<file path="src/pkg/dcfd_params.svh">
// constants for the configuration fuse decoder: fuse byte indices, field positions,
// unprogrammed values, divider ratios and the load sequence length.
// assumes the fuse store answers a byte index with data one clock later.
//
// Notes on behaviour
// usb clock select 1 halves oscillator for low-speed usb, 0 passes undivided.
// core divide field: 00 none, 01 by two, 10 by three, 11 by four.
// switchover mode enabled only while its configuration bit is one.
// fail-safe clock monitor runs only while its enable bit is one.
// primary clock forced on when bit is one, else software bit decides.
// pll bit one always multiplies by four, else software bit decides.
// four-bit oscillator field decodes into crystal, rc, external clock modes.
// brown-out level: 11 1.9 V, 10 2.2 V, 01 2.7 V, 00 3.0 V.
// brown-out mode: hardware, hardware except sleep, software, or disabled.
// power-up timer runs when its configuration bit is zero.
// power-up timer and brown-out reset are controlled independently.
// watchdog postscale ratio is one to two to the power n.
// watchdog bit one forces watchdog on, else software bit decides.
// reset pin bit one gives active-low reset, zero gives general input.
// fast start bit zero lets internal oscillator clock cpu at once.
// debugger enabled when its active-low bit is zero.
// extended instruction set enabled when its bit is one.
// boot block size bit picks 2 kW/1 kW or 1 kW/512 W by variant.
// low-voltage programming enabled when its bit is one.
// stack full or underflow resets the device only when bit is one.
// program blocks 0 and 1 code-protected when their bit is zero.
// eeprom and boot block code-protected when their bit is zero.
// fields latched from fuse store after reset and held until next reset.
`ifndef DCFD_PARAMS_SVH
`define DCFD_PARAMS_SVH

// byte indices of the fuse store
`define DCFD_IDX_CLKDIV   4'h0
`define DCFD_IDX_OSC      4'h1
`define DCFD_IDX_BORPWRT  4'h2
`define DCFD_IDX_WDT      4'h3
`define DCFD_IDX_RSTPIN   4'h5
`define DCFD_IDX_DBGBOOT  4'h6
`define DCFD_IDX_CPBLK    4'h8
`define DCFD_IDX_CPEEB    4'h9
`define DCFD_IDX_WPBLK    4'ha
`define DCFD_IDX_LAST     4'ha

// field positions
`define DCFD_USBSEL_BIT   5
`define DCFD_CORDIV_LSB   3
`define DCFD_SWITCH_BIT   7
`define DCFD_MONITOR_BIT  6
`define DCFD_PCLK_BIT     5
`define DCFD_PLL_BIT      4
`define DCFD_OSCSEL_LSB   0
`define DCFD_BORLVL_LSB   3
`define DCFD_BORMODE_LSB  1
`define DCFD_PUTM_BIT     0
`define DCFD_WDSCL_LSB    1
`define DCFD_WDFRC_BIT    0
`define DCFD_RSTPIN_BIT   7
`define DCFD_FASTOSC_BIT  3
`define DCFD_DBG_BIT      7
`define DCFD_XCPU_BIT     6
`define DCFD_BOOTSZ_BIT   3
`define DCFD_LVM_BIT      2
`define DCFD_STACK_BIT    0
`define DCFD_PB1_BIT      1
`define DCFD_PB0_BIT      0
`define DCFD_PEE_BIT      7
`define DCFD_PBB_BIT      6
`define DCFD_WPB1_BIT     1
`define DCFD_WPB0_BIT     0

// unprogrammed (default) byte values, each used until its own byte is loaded
`define DCFD_RST_CLKDIV   8'h00
`define DCFD_RST_OSC      8'h27
`define DCFD_RST_BORPWRT  8'h1f
`define DCFD_RST_WDT      8'h1f
`define DCFD_RST_RSTPIN   8'h88
`define DCFD_RST_DBGBOOT  8'h85
`define DCFD_RST_CPBLK    8'h03
`define DCFD_RST_CPEEB    8'hc0
`define DCFD_RST_WPBLK    8'h03

// fixed ratios
`define DCFD_USB_HALF_DIV 2'd2
`define DCFD_PLL_MULT     3'd4

// boot block sizes in words
`define DCFD_BOOT_2KW     12'd2048
`define DCFD_BOOT_1KW     12'd1024
`define DCFD_BOOT_512W    12'd512

`endif

</file>
<file path="src/pkg/dcfd_pkg.sv">
// types for the configuration fuse decoder.
// assumes dcfd_params.svh is included by the design where constants are needed.
package dcfd_pkg;

  // oscillator modes, one per fuse code
  typedef enum logic [3:0] {
    DCFD_OSC_LP         = 4'h0,
    DCFD_OSC_XT         = 4'h1,
    DCFD_OSC_HS         = 4'h2,
    DCFD_OSC_ERC_CO_3   = 4'h3,
    DCFD_OSC_EC_HI_CO   = 4'h4,
    DCFD_OSC_EC_HI      = 4'h5,
    DCFD_OSC_ERC_CO_6   = 4'h6,
    DCFD_OSC_ERC        = 4'h7,
    DCFD_OSC_IRC        = 4'h8,
    DCFD_OSC_IRC_CO     = 4'h9,
    DCFD_OSC_EC_MD_CO   = 4'ha,
    DCFD_OSC_EC_MD      = 4'hb,
    DCFD_OSC_EC_LO_CO   = 4'hc,
    DCFD_OSC_EC_LO      = 4'hd,
    DCFD_OSC_ERC_CO_E   = 4'he,
    DCFD_OSC_ERC_CO_F   = 4'hf
  } dcfd_osc_e;

  // clock source family
  typedef enum logic [2:0] {
    DCFD_SRC_CRYSTAL  = 3'h1,
    DCFD_SRC_EXT_RC   = 3'h2,
    DCFD_SRC_EXT_CLK  = 3'h4
  } dcfd_src_e;

  // loader states, one-hot
  typedef enum logic [2:0] {
    DCFD_ST_FETCH = 3'b001,
    DCFD_ST_STORE = 3'b010,
    DCFD_ST_DONE  = 3'b100
  } dcfd_state_e;

endpackage

</file>
<file path="src/core/dcfd_fuse_decode.sv">
// configuration fuse decoder: reads the fuse bytes once after reset and
// drives static control outputs for clocks, resets, watchdog and protection.
// assumes a synchronous fuse store with one-cycle read latency, and software
// control bits arriving from registers on the same clock.
`include "dcfd_params.svh"

module dcfd_fuse_decode (
  input  wire logic        clk_i,
  input  wire logic        rst_n_i,
  // fuse store port
  output logic [3:0]       fuse_index_o,
  input  wire logic [7:0]  fuse_data_i,
  // software control bits and event inputs (sleep, stack fault, reset pin)
  input  wire logic        primary_clock_soft_i,
  input  wire logic        multiplier_soft_i,
  input  wire logic        brownout_soft_enable_i,
  input  wire logic        watchdog_soft_enable_i,
  input  wire logic        sleep_i,
  input  wire logic        stack_fault_i,
  input  wire logic        reset_pin_n_i,
  // status
  output logic             config_valid_o,
  // clocking
  output logic             usb_lowspeed_clk_half_o,
  output logic [1:0]       usb_clock_divide_o,
  output logic [1:0]       core_clock_divide_o,
  output logic [2:0]       core_clock_ratio_o,
  output logic             osc_switchover_enable_o,
  output logic             clock_monitor_enable_o,
  output logic             primary_clock_run_o,
  output logic             multiplier_run_o,
  output logic [2:0]       multiplier_ratio_o,
  output logic [3:0]       oscillator_mode_select_o,
  output logic [2:0]       oscillator_source_o,
  output logic             clock_output_function_o,
  output logic             fast_osc_start_o,
  // brown-out and power-up
  output logic [1:0]       brownout_level_select_o,
  output logic [1:0]       brownout_enable_mode_o,
  output logic             brownout_active_o,
  output logic             powerup_timer_enable_o,
  // watchdog
  output logic [3:0]       watchdog_postscale_select_o,
  output logic [15:0]      watchdog_postscale_ratio_m1_o,
  output logic             watchdog_run_o,
  // reset pin
  output logic             reset_pin_enable_o,
  output logic             shared_input_pin_enable_o,
  output logic             external_reset_o,
  // cpu and debug
  output logic             debugger_enable_o,
  output logic             extended_cpu_enable_o,
  output logic             boot_block_size_select_o,
  output logic [11:0]      boot_block_words_large_o,
  output logic [11:0]      boot_block_words_small_o,
  output logic             low_voltage_program_enable_o,
  output logic             stack_fault_reset_enable_o,
  output logic             stack_fault_reset_o,
  // protection
  output logic             block0_code_protect_o,
  output logic             block1_code_protect_o,
  output logic             eeprom_code_protect_o,
  output logic             boot_code_protect_o,
  output logic             block0_write_protect_o,
  output logic             block1_write_protect_o
);

  dcfd_pkg::dcfd_state_e state_q;
  logic [3:0]            index_q;
  logic                  pend_q;
  logic [7:0]            clock_divider_config_q;
  logic [7:0]            oscillator_config_q;
  logic [7:0]            brownout_powerup_config_q;
  logic [7:0]            watchdog_config_q;
  logic [7:0]            reset_pin_startup_config_q;
  logic [7:0]            debug_cpu_boot_config_q;
  logic [7:0]            block_code_protect_q;
  logic [7:0]            eeprom_boot_code_protect_q;
  logic [7:0]            block_write_protect_q;
  logic                  pin_meta_q;
  logic                  pin_sync_q;
  logic                  osc_co;
  dcfd_pkg::dcfd_src_e   osc_src;

  // load sequencer walks fuse indices once per reset
  always_ff @(posedge clk_i or negedge rst_n_i) begin
    if (!rst_n_i) begin
      state_q <= dcfd_pkg::DCFD_ST_FETCH;
      index_q <= 4'h0;
      pend_q  <= 1'b0;
    end else begin
      case (state_q)
        dcfd_pkg::DCFD_ST_FETCH: begin
          pend_q  <= 1'b1;
          state_q <= dcfd_pkg::DCFD_ST_STORE;
        end
        dcfd_pkg::DCFD_ST_STORE: begin
          pend_q <= 1'b0;
          if (index_q == `DCFD_IDX_LAST) begin
            state_q <= dcfd_pkg::DCFD_ST_DONE;
          end else begin
            index_q <= index_q + 4'h1;
            state_q <= dcfd_pkg::DCFD_ST_FETCH;
          end
        end
        dcfd_pkg::DCFD_ST_DONE: begin
          pend_q <= 1'b0;
        end
        default: begin
          state_q <= dcfd_pkg::DCFD_ST_FETCH;
          index_q <= 4'h0;
          pend_q  <= 1'b0;
        end
      endcase
    end
  end

  // capture each fuse byte; unprogrammed values hold until loaded
  always_ff @(posedge clk_i or negedge rst_n_i) begin
    if (!rst_n_i) begin
      clock_divider_config_q     <= `DCFD_RST_CLKDIV;
      oscillator_config_q        <= `DCFD_RST_OSC;
      brownout_powerup_config_q  <= `DCFD_RST_BORPWRT;
      watchdog_config_q          <= `DCFD_RST_WDT;
      reset_pin_startup_config_q <= `DCFD_RST_RSTPIN;
      debug_cpu_boot_config_q    <= `DCFD_RST_DBGBOOT;
      block_code_protect_q       <= `DCFD_RST_CPBLK;
      eeprom_boot_code_protect_q <= `DCFD_RST_CPEEB;
      block_write_protect_q      <= `DCFD_RST_WPBLK;
    end else if (pend_q && state_q == dcfd_pkg::DCFD_ST_STORE) begin
      case (index_q)
        `DCFD_IDX_CLKDIV:  clock_divider_config_q     <= fuse_data_i & 8'h38;
        `DCFD_IDX_OSC:     oscillator_config_q        <= fuse_data_i;
        `DCFD_IDX_BORPWRT: brownout_powerup_config_q  <= fuse_data_i & 8'h1f;
        `DCFD_IDX_WDT:     watchdog_config_q          <= fuse_data_i & 8'h1f;
        `DCFD_IDX_RSTPIN:  reset_pin_startup_config_q <= fuse_data_i & 8'h88;
        `DCFD_IDX_DBGBOOT: debug_cpu_boot_config_q    <= fuse_data_i & 8'hcd;
        `DCFD_IDX_CPBLK:   block_code_protect_q       <= fuse_data_i & 8'h03;
        `DCFD_IDX_CPEEB:   eeprom_boot_code_protect_q <= fuse_data_i & 8'hc0;
        `DCFD_IDX_WPBLK:   block_write_protect_q      <= fuse_data_i & 8'h03;
        default: begin
        end
      endcase
    end
  end

  // reset pin is asynchronous to the clock
  always_ff @(posedge clk_i or negedge rst_n_i) begin
    if (!rst_n_i) begin
      pin_meta_q <= 1'b1;
      pin_sync_q <= 1'b1;
    end else begin
      pin_meta_q <= reset_pin_n_i;
      pin_sync_q <= pin_meta_q;
    end
  end

  // oscillator family and clock-out decode
  always_comb begin
    osc_co  = 1'b0;
    osc_src = dcfd_pkg::DCFD_SRC_EXT_RC;
    case (dcfd_pkg::dcfd_osc_e'(oscillator_config_q[`DCFD_OSCSEL_LSB +: 4]))
      dcfd_pkg::DCFD_OSC_LP, dcfd_pkg::DCFD_OSC_XT, dcfd_pkg::DCFD_OSC_HS: begin
        osc_src = dcfd_pkg::DCFD_SRC_CRYSTAL;
      end
      dcfd_pkg::DCFD_OSC_IRC: begin
        osc_src = dcfd_pkg::DCFD_SRC_CRYSTAL;
      end
      dcfd_pkg::DCFD_OSC_IRC_CO: begin
        osc_src = dcfd_pkg::DCFD_SRC_CRYSTAL;
        osc_co  = 1'b1;
      end
      dcfd_pkg::DCFD_OSC_EC_HI, dcfd_pkg::DCFD_OSC_EC_MD, dcfd_pkg::DCFD_OSC_EC_LO: begin
        osc_src = dcfd_pkg::DCFD_SRC_EXT_CLK;
      end
      dcfd_pkg::DCFD_OSC_EC_HI_CO, dcfd_pkg::DCFD_OSC_EC_MD_CO, dcfd_pkg::DCFD_OSC_EC_LO_CO: begin
        osc_src = dcfd_pkg::DCFD_SRC_EXT_CLK;
        osc_co  = 1'b1;
      end
      dcfd_pkg::DCFD_OSC_ERC: begin
        osc_src = dcfd_pkg::DCFD_SRC_EXT_RC;
      end
      default: begin
        osc_src = dcfd_pkg::DCFD_SRC_EXT_RC;
        osc_co  = 1'b1;
      end
    endcase
  end

  // clock outputs registered from the latched bytes
  always_ff @(posedge clk_i or negedge rst_n_i) begin
    if (!rst_n_i) begin
      usb_lowspeed_clk_half_o  <= 1'b0;
      usb_clock_divide_o       <= 2'd1;
      core_clock_divide_o      <= 2'd0;
      core_clock_ratio_o       <= 3'd1;
      osc_switchover_enable_o  <= 1'b0;
      clock_monitor_enable_o   <= 1'b0;
      primary_clock_run_o      <= 1'b1;
      multiplier_run_o         <= 1'b0;
      multiplier_ratio_o       <= 3'd1;
      oscillator_mode_select_o <= 4'h7;
      oscillator_source_o      <= dcfd_pkg::DCFD_SRC_EXT_RC;
      clock_output_function_o  <= 1'b0;
      fast_osc_start_o         <= 1'b0;
    end else begin
      // usb low-speed divide
      usb_lowspeed_clk_half_o <= clock_divider_config_q[`DCFD_USBSEL_BIT];
      usb_clock_divide_o      <= clock_divider_config_q[`DCFD_USBSEL_BIT] ? `DCFD_USB_HALF_DIV : 2'd1;
      // core divide ratio
      core_clock_divide_o <= clock_divider_config_q[`DCFD_CORDIV_LSB +: 2];
      core_clock_ratio_o  <= {1'b0, clock_divider_config_q[`DCFD_CORDIV_LSB +: 2]} + 3'd1;
      // switchover gate
      osc_switchover_enable_o <= oscillator_config_q[`DCFD_SWITCH_BIT];
      // fail-safe monitor gate
      clock_monitor_enable_o <= oscillator_config_q[`DCFD_MONITOR_BIT];
      // primary clock force or software
      primary_clock_run_o <= oscillator_config_q[`DCFD_PCLK_BIT] | primary_clock_soft_i;
      // pll force or software
      multiplier_run_o   <= oscillator_config_q[`DCFD_PLL_BIT] | multiplier_soft_i;
      multiplier_ratio_o <= (oscillator_config_q[`DCFD_PLL_BIT] | multiplier_soft_i) ? `DCFD_PLL_MULT : 3'd1;
      // oscillator mode and clock-out
      oscillator_mode_select_o <= oscillator_config_q[`DCFD_OSCSEL_LSB +: 4];
      oscillator_source_o      <= osc_src;
      clock_output_function_o  <= osc_co;
      // fast start when bit is zero
      fast_osc_start_o <= ~reset_pin_startup_config_q[`DCFD_FASTOSC_BIT];
    end
  end

  // reset-related and watchdog outputs
  always_ff @(posedge clk_i or negedge rst_n_i) begin
    if (!rst_n_i) begin
      brownout_level_select_o       <= 2'b11;
      brownout_enable_mode_o        <= 2'b11;
      brownout_active_o             <= 1'b1;
      powerup_timer_enable_o        <= 1'b0;
      watchdog_postscale_select_o   <= 4'hf;
      watchdog_postscale_ratio_m1_o <= 16'h7fff;
      watchdog_run_o                <= 1'b1;
      reset_pin_enable_o            <= 1'b1;
      shared_input_pin_enable_o     <= 1'b0;
      external_reset_o              <= 1'b0;
      stack_fault_reset_enable_o    <= 1'b1;
      stack_fault_reset_o           <= 1'b0;
    end else begin
      // trip level code passed through
      brownout_level_select_o <= brownout_powerup_config_q[`DCFD_BORLVL_LSB +: 2];
      brownout_enable_mode_o  <= brownout_powerup_config_q[`DCFD_BORMODE_LSB +: 2];
      // brown-out enable modes
      case (brownout_powerup_config_q[`DCFD_BORMODE_LSB +: 2])
        2'b11:   brownout_active_o <= 1'b1;
        2'b10:   brownout_active_o <= ~sleep_i;
        2'b01:   brownout_active_o <= brownout_soft_enable_i;
        default: brownout_active_o <= 1'b0;
      endcase
      // power-up timer from its own bit only
      powerup_timer_enable_o <= ~brownout_powerup_config_q[`DCFD_PUTM_BIT];
      // postscale ratio minus one, 2^n - 1
      watchdog_postscale_select_o   <= watchdog_config_q[`DCFD_WDSCL_LSB +: 4];
      watchdog_postscale_ratio_m1_o <= 16'((17'h1 << watchdog_config_q[`DCFD_WDSCL_LSB +: 4]) - 17'h1);
      // watchdog force or software
      watchdog_run_o <= watchdog_config_q[`DCFD_WDFRC_BIT] | watchdog_soft_enable_i;
      // reset pin versus input pin
      reset_pin_enable_o        <= reset_pin_startup_config_q[`DCFD_RSTPIN_BIT];
      shared_input_pin_enable_o <= ~reset_pin_startup_config_q[`DCFD_RSTPIN_BIT];
      external_reset_o          <= reset_pin_startup_config_q[`DCFD_RSTPIN_BIT] & ~pin_sync_q;
      // stack fault reset gate
      stack_fault_reset_enable_o <= debug_cpu_boot_config_q[`DCFD_STACK_BIT];
      stack_fault_reset_o        <= debug_cpu_boot_config_q[`DCFD_STACK_BIT] & stack_fault_i;
    end
  end

  // cpu, boot and protection outputs
  always_ff @(posedge clk_i or negedge rst_n_i) begin
    if (!rst_n_i) begin
      debugger_enable_o            <= 1'b0;
      extended_cpu_enable_o        <= 1'b0;
      boot_block_size_select_o     <= 1'b0;
      boot_block_words_large_o     <= `DCFD_BOOT_1KW;
      boot_block_words_small_o     <= `DCFD_BOOT_512W;
      low_voltage_program_enable_o <= 1'b1;
      block0_code_protect_o        <= 1'b0;
      block1_code_protect_o        <= 1'b0;
      eeprom_code_protect_o        <= 1'b0;
      boot_code_protect_o          <= 1'b0;
      block0_write_protect_o       <= 1'b0;
      block1_write_protect_o       <= 1'b0;
    end else begin
      // debugger active-low bit
      debugger_enable_o <= ~debug_cpu_boot_config_q[`DCFD_DBG_BIT];
      // extended instruction set
      extended_cpu_enable_o <= debug_cpu_boot_config_q[`DCFD_XCPU_BIT];
      // boot block size per variant
      boot_block_size_select_o <= debug_cpu_boot_config_q[`DCFD_BOOTSZ_BIT];
      boot_block_words_large_o <= debug_cpu_boot_config_q[`DCFD_BOOTSZ_BIT] ? `DCFD_BOOT_2KW : `DCFD_BOOT_1KW;
      boot_block_words_small_o <= debug_cpu_boot_config_q[`DCFD_BOOTSZ_BIT] ? `DCFD_BOOT_1KW : `DCFD_BOOT_512W;
      // low-voltage programming
      low_voltage_program_enable_o <= debug_cpu_boot_config_q[`DCFD_LVM_BIT];
      // block code protection, active low bits
      block0_code_protect_o <= ~block_code_protect_q[`DCFD_PB0_BIT];
      block1_code_protect_o <= ~block_code_protect_q[`DCFD_PB1_BIT];
      // eeprom and boot block protection, then block write protection
      eeprom_code_protect_o <= ~eeprom_boot_code_protect_q[`DCFD_PEE_BIT];
      boot_code_protect_o   <= ~eeprom_boot_code_protect_q[`DCFD_PBB_BIT];
      block0_write_protect_o <= ~block_write_protect_q[`DCFD_WPB0_BIT];
      block1_write_protect_o <= ~block_write_protect_q[`DCFD_WPB1_BIT];
    end
  end

  // fuse index and load-complete flag
  always_ff @(posedge clk_i or negedge rst_n_i) begin
    if (!rst_n_i) begin
      fuse_index_o   <= 4'h0;
      config_valid_o <= 1'b0;
    end else begin
      fuse_index_o   <= (state_q == dcfd_pkg::DCFD_ST_STORE && index_q != `DCFD_IDX_LAST) ? index_q + 4'h1 : index_q;
      config_valid_o <= (state_q == dcfd_pkg::DCFD_ST_DONE);
    end
  end

endmodule

</file>
<file path="config.mk">
export PLATFORM = sky130hd
export DESIGN_NAME = dcfd_fuse_decode
export DESIGN_NICKNAME = d
export VERILOG_FILES = /design/src/pkg/dcfd_pkg.sv /design/src/core/dcfd_fuse_decode.sv
export VERILOG_INCLUDE_DIRS = /design/src /design/src/pkg
export SDC_FILE = /design/constraint.sdc
export NUM_CORES = 1
export LEC_CHECK = 0
export BUFFER_PORTS_ARGS = -buffer_cell sky130_fd_sc_hd__clkbuf_2
export CAP_MARGIN = 15
export CORE_ASPECT_RATIO = 0.7
export CORE_MARGIN = 1
export CORE_UTILIZATION = 35
export DETAILED_ROUTE_END_ITERATION = 10
export SYNTH_ARGS = -nofsm -noshare
export SYNTH_HDL_FRONTEND = slang
export SYNTH_SLANG_ARGS = --single-unit
export TNS_END_PERCENT = 50
</file>
<file path="constraint.sdc">
create_clock -name clk_i -period 2.1 [get_ports clk_i]
set_input_delay 0.42 -clock clk_i [delete_from_list [all_inputs] [get_ports clk_i]]
set_output_delay 0.42 -clock clk_i [all_outputs]
set_load 0.01 [all_outputs]
</file>
==> results.cfg <==
[status]
outcome = completed

[synth]
synth_top_area_cell = dfstp_2
synth_simple_gate_area_share = 0.09668
ys.flop_type = dfstp_2
synth_top_cells_by_count = 65 x dfstp_2, 48 x dfrtp_1, 34 x mux2_2
avgSynthCellArea_um2 = 13.85
yosys_register_bits = 113
async_flop_share = 1.000
synthMuxAreaShare = 0.09062
synth_xor_area_frac = 0.01010
yosysTopAreaCellShare = 0.3939
yosysMostFrequentCell = dfstp_2
yosysSeqAreaShare = 0.6710
synth_top_family_by_area = simple AND/OR/NAND/NOR gates
synthCells = 313
synth_area_leaders = dfstp_2 39%, dfrtp_1 28%, mux2_2 8.8%
synth_cell_types = 45
synth_fa_ha_area_frac = 0.01732
synth_compound_area_frac = 0.03636
synth_edf_count = 0
synth_area_um2 = 4335
yosys_warnings = 0

[critical_path]
reg2reg_from = watchdog_config_q[3]$_DFFE_PN1P_
crit_type = reg2reg
ff2ff_path_depth = 6
worstSetupStartpoint = watchdog_config_q[3]$_DFFE_PN1P_
path_cells = or2_2 -> or3_1 -> ha_1 -> nor4bb_2 -> a21oi_1 -> o22ai_1
endpoint = watchdog_postscale_ratio_m1_o[10]$_DFF_PN1_
end_kind = flip-flop
crit_fanout = 9
required_ps = 2430
cp-start-kind = flip-flop
reg2reg_slack_ps = 200
cpPeakStageDelay_ps = 360
arrival_ps = 2240
worstReg2RegEnd = watchdog_postscale_ratio_m1_o[10]$_DFF_PN1_
cp_slowest_cell = dfstp_2

[sta]
fin_crit_sh = 0.9068
hold_viol_final = 0
worst_pin_slew_ps = 503.8
fin_ws_ps = 195.7
finClkSkew_ps = 5.831
drv_slew = 0
fmax_mhz = 525.1
post-route-min-period_ps = 1904
setup_violations = 0
relSlewSlack = 0.6634
rsz0062_at_grt = false
fin_tns_setup_ps = 0

[floorplan]
io_pins = 112
die_w_um = 135.0
die_h_um = 95.12
coreArea_um2 = 11890
start_util = 0.3646
std_cell_rows = 33
die-area_um2 = 12840

[global_route]
grt_pass1_wl_um = 13060
grtUsageMet1 = 0.1915
grt_max_degree = 59
antenna_found_initial = 0
met3_usage = 0.04891
grt_use_total = 0.1388
busiest_layer = met2
gr-usage-met2 = 0.1959
overflow = 0
grt_pass1_vias = 2555

[min_path]
hp-class = in2reg
min_from = reset_pin_n_i

[clock_network]
postCtsSetupRepairBufs = 0
clk_latency_ps = 410
htree_num_levels = 4
cts.sinks = 113
cts_tree = yes
ctsRootBufferMaster = clkbuf_16
clockBufferDepth = 2
cts_buffers = 17
path_clk_slew_ps = 60

[finish]
final_nets = 431
nFillCells = 1091
antenna_cells = 0
drive_gt1_frac = 0.5558
syn2layout_area_growth_pct = 26.87

[detailed_routing]
wl_per_cell_um = 14.17
drt_iter0_markers = 117
routed_wl_um = 8188
drtAntennaViolNets = 0
vias = 2583
viasPerCell = 4.469
dr.pass1.iters = 4
drc = 0

[placement]
dp_hpwl_um = 5673
io_buffer_count = 90
dp_slack_ps = 198.7
place_congestion = 0.8080

[pwr]
fin_total_pwr_w = 0.005723
leakage_nw = 2.495
power_density_nw_per_um2 = 1040
ir_worst_vdd_mv = 0.5786

[run]
drv_cap = 0
==> layout by cell type, fill, tap and decap left out, types with 2 or more instances in the layout <==
cell type	count
xnor2_1	4
nand3_1	5
clkbuf_16	17
a21oi_1	6
clkbuf_2	89
clkinv_4	5
nand2_1	9
nor2b_1	8
nand2b_1	3
clkinv_2	2
o21a_1	2
bufinv_16	4
nor2_1	8
o21ai_0	9
inv_1	19
a22oi_1	2
mux2_2	34
ha_1	6
inv_6	3
a31oi_1	2
nor3b_1	4
or3_1	2
and3_1	5
and2_1	3
conb_1	22
nor3_1	2
dfrtp_1	48
dfstp_2	65
nand4b_1	2
or2_2	4
buf_4	5
nand4_1	3
==> metal layers <==
layer  wire length [um]  share of wire  up-vias
met5                  0              0        -
met4                 99          0.012        0
met3                568          0.069        8
met2               3555           0.43       96
met1               3965           0.48     1288
li1                   -              -     1191
==> how the worst min path moves through the flow <==
stage / to / slack [ps] / cells past startpoint
after floorplan: block0_code_protect_o$_DFF_PN0_ / 120 / 0
after global placement: pin_sync_q$_DFF_PN1_ / 350 / 0
after detailed placement: pin_sync_q$_DFF_PN1_ / 350 / 0
after CTS: pin_meta_q$_DFF_PN1_ / 90 / 1
after global routing: pin_meta_q$_DFF_PN1_ / 90 / 1
final: pin_meta_q$_DFF_PN1_ / 110 / 1
==> final cells by class <==
type | count | area [um2] | share of cell area
well taps | 157 | 196.4 | 0.03571
clock buffers | 17 | 425.4 | 0.07734
repair buffers | 96 | 513.0 | 0.09327
inverters | 19 | 71.32 | 0.01297
flip-flops and latches | 113 | 2909 | 0.5289
multi-input cells | 161 | 1177 | 0.2141
clock inverters | 15 | 207.7 | 0.03776
==> worst max-delay path: cells and delay by family, from the launching register on <==
kind,cells,cell delay [ps]
simple gates,3,940
fa+ha+maj,1,320
compound gates,2,200
flops,1,360
==> kinds of logic after synthesis <==
logic type,count (synthesis)
fa+ha+maj,6
mux,35
buf+inv,60
compound gates,26
simple gates,67
xor+xnor,5
other cells,1
flops,113
==> power by group <==
part / internal (W) / leakage, nW / total [W] / switching, W
registers: 0.00234 / 1.24 / 0.00239 / 0.0000552
clock network: 0.00200 / 0.308 / 0.00304 / 0.00104
logic: 0.000119 / 0.944 / 0.000293 / 0.000175
total: 0.00445 / 2.50 / 0.00572 / 0.00127
==> what timing repair did <==
item | 4_1_cts | 5_1_grt
gates resized for setup | 0 | 1
hold buffers | 1 | 0
hold endpoints to repair | 19 | 0
endpoints found under the setup margin | 0 | 1
==> flip-flops by register name, summed over array words and instances (netlist names), 4 cells and up <==
| name | cells |
|---|---|
| brownout_powerup_config_q | 5 |
| fuse_index_o | 4 |
| debug_cpu_boot_config_q | 5 |
| watchdog_postscale_ratio_m1_o | 16 |
| oscillator_mode_select_o | 4 |
| index_q | 4 |
| watchdog_postscale_select_o | 4 |
| watchdog_config_q | 5 |
| oscillator_config_q | 8 |
==> stage by stage <==
stage / cells / hold WS [ps] / utilization / cell area (um2)
global route: 578 / 93.37 / 0.4625 / 5500
global placement: 545 / 348.5 / 0.4079 / 4851
CTS: 578 / 93.22 / 0.4620 / 5494
floorplan: 334 / 124.4 / - / 4414
detailed placement: 545 / 349.9 / 0.4079 / 4851
finish: 578 / 105.1 / 0.4625 / 5500
(Power assumes the default switching activity.)
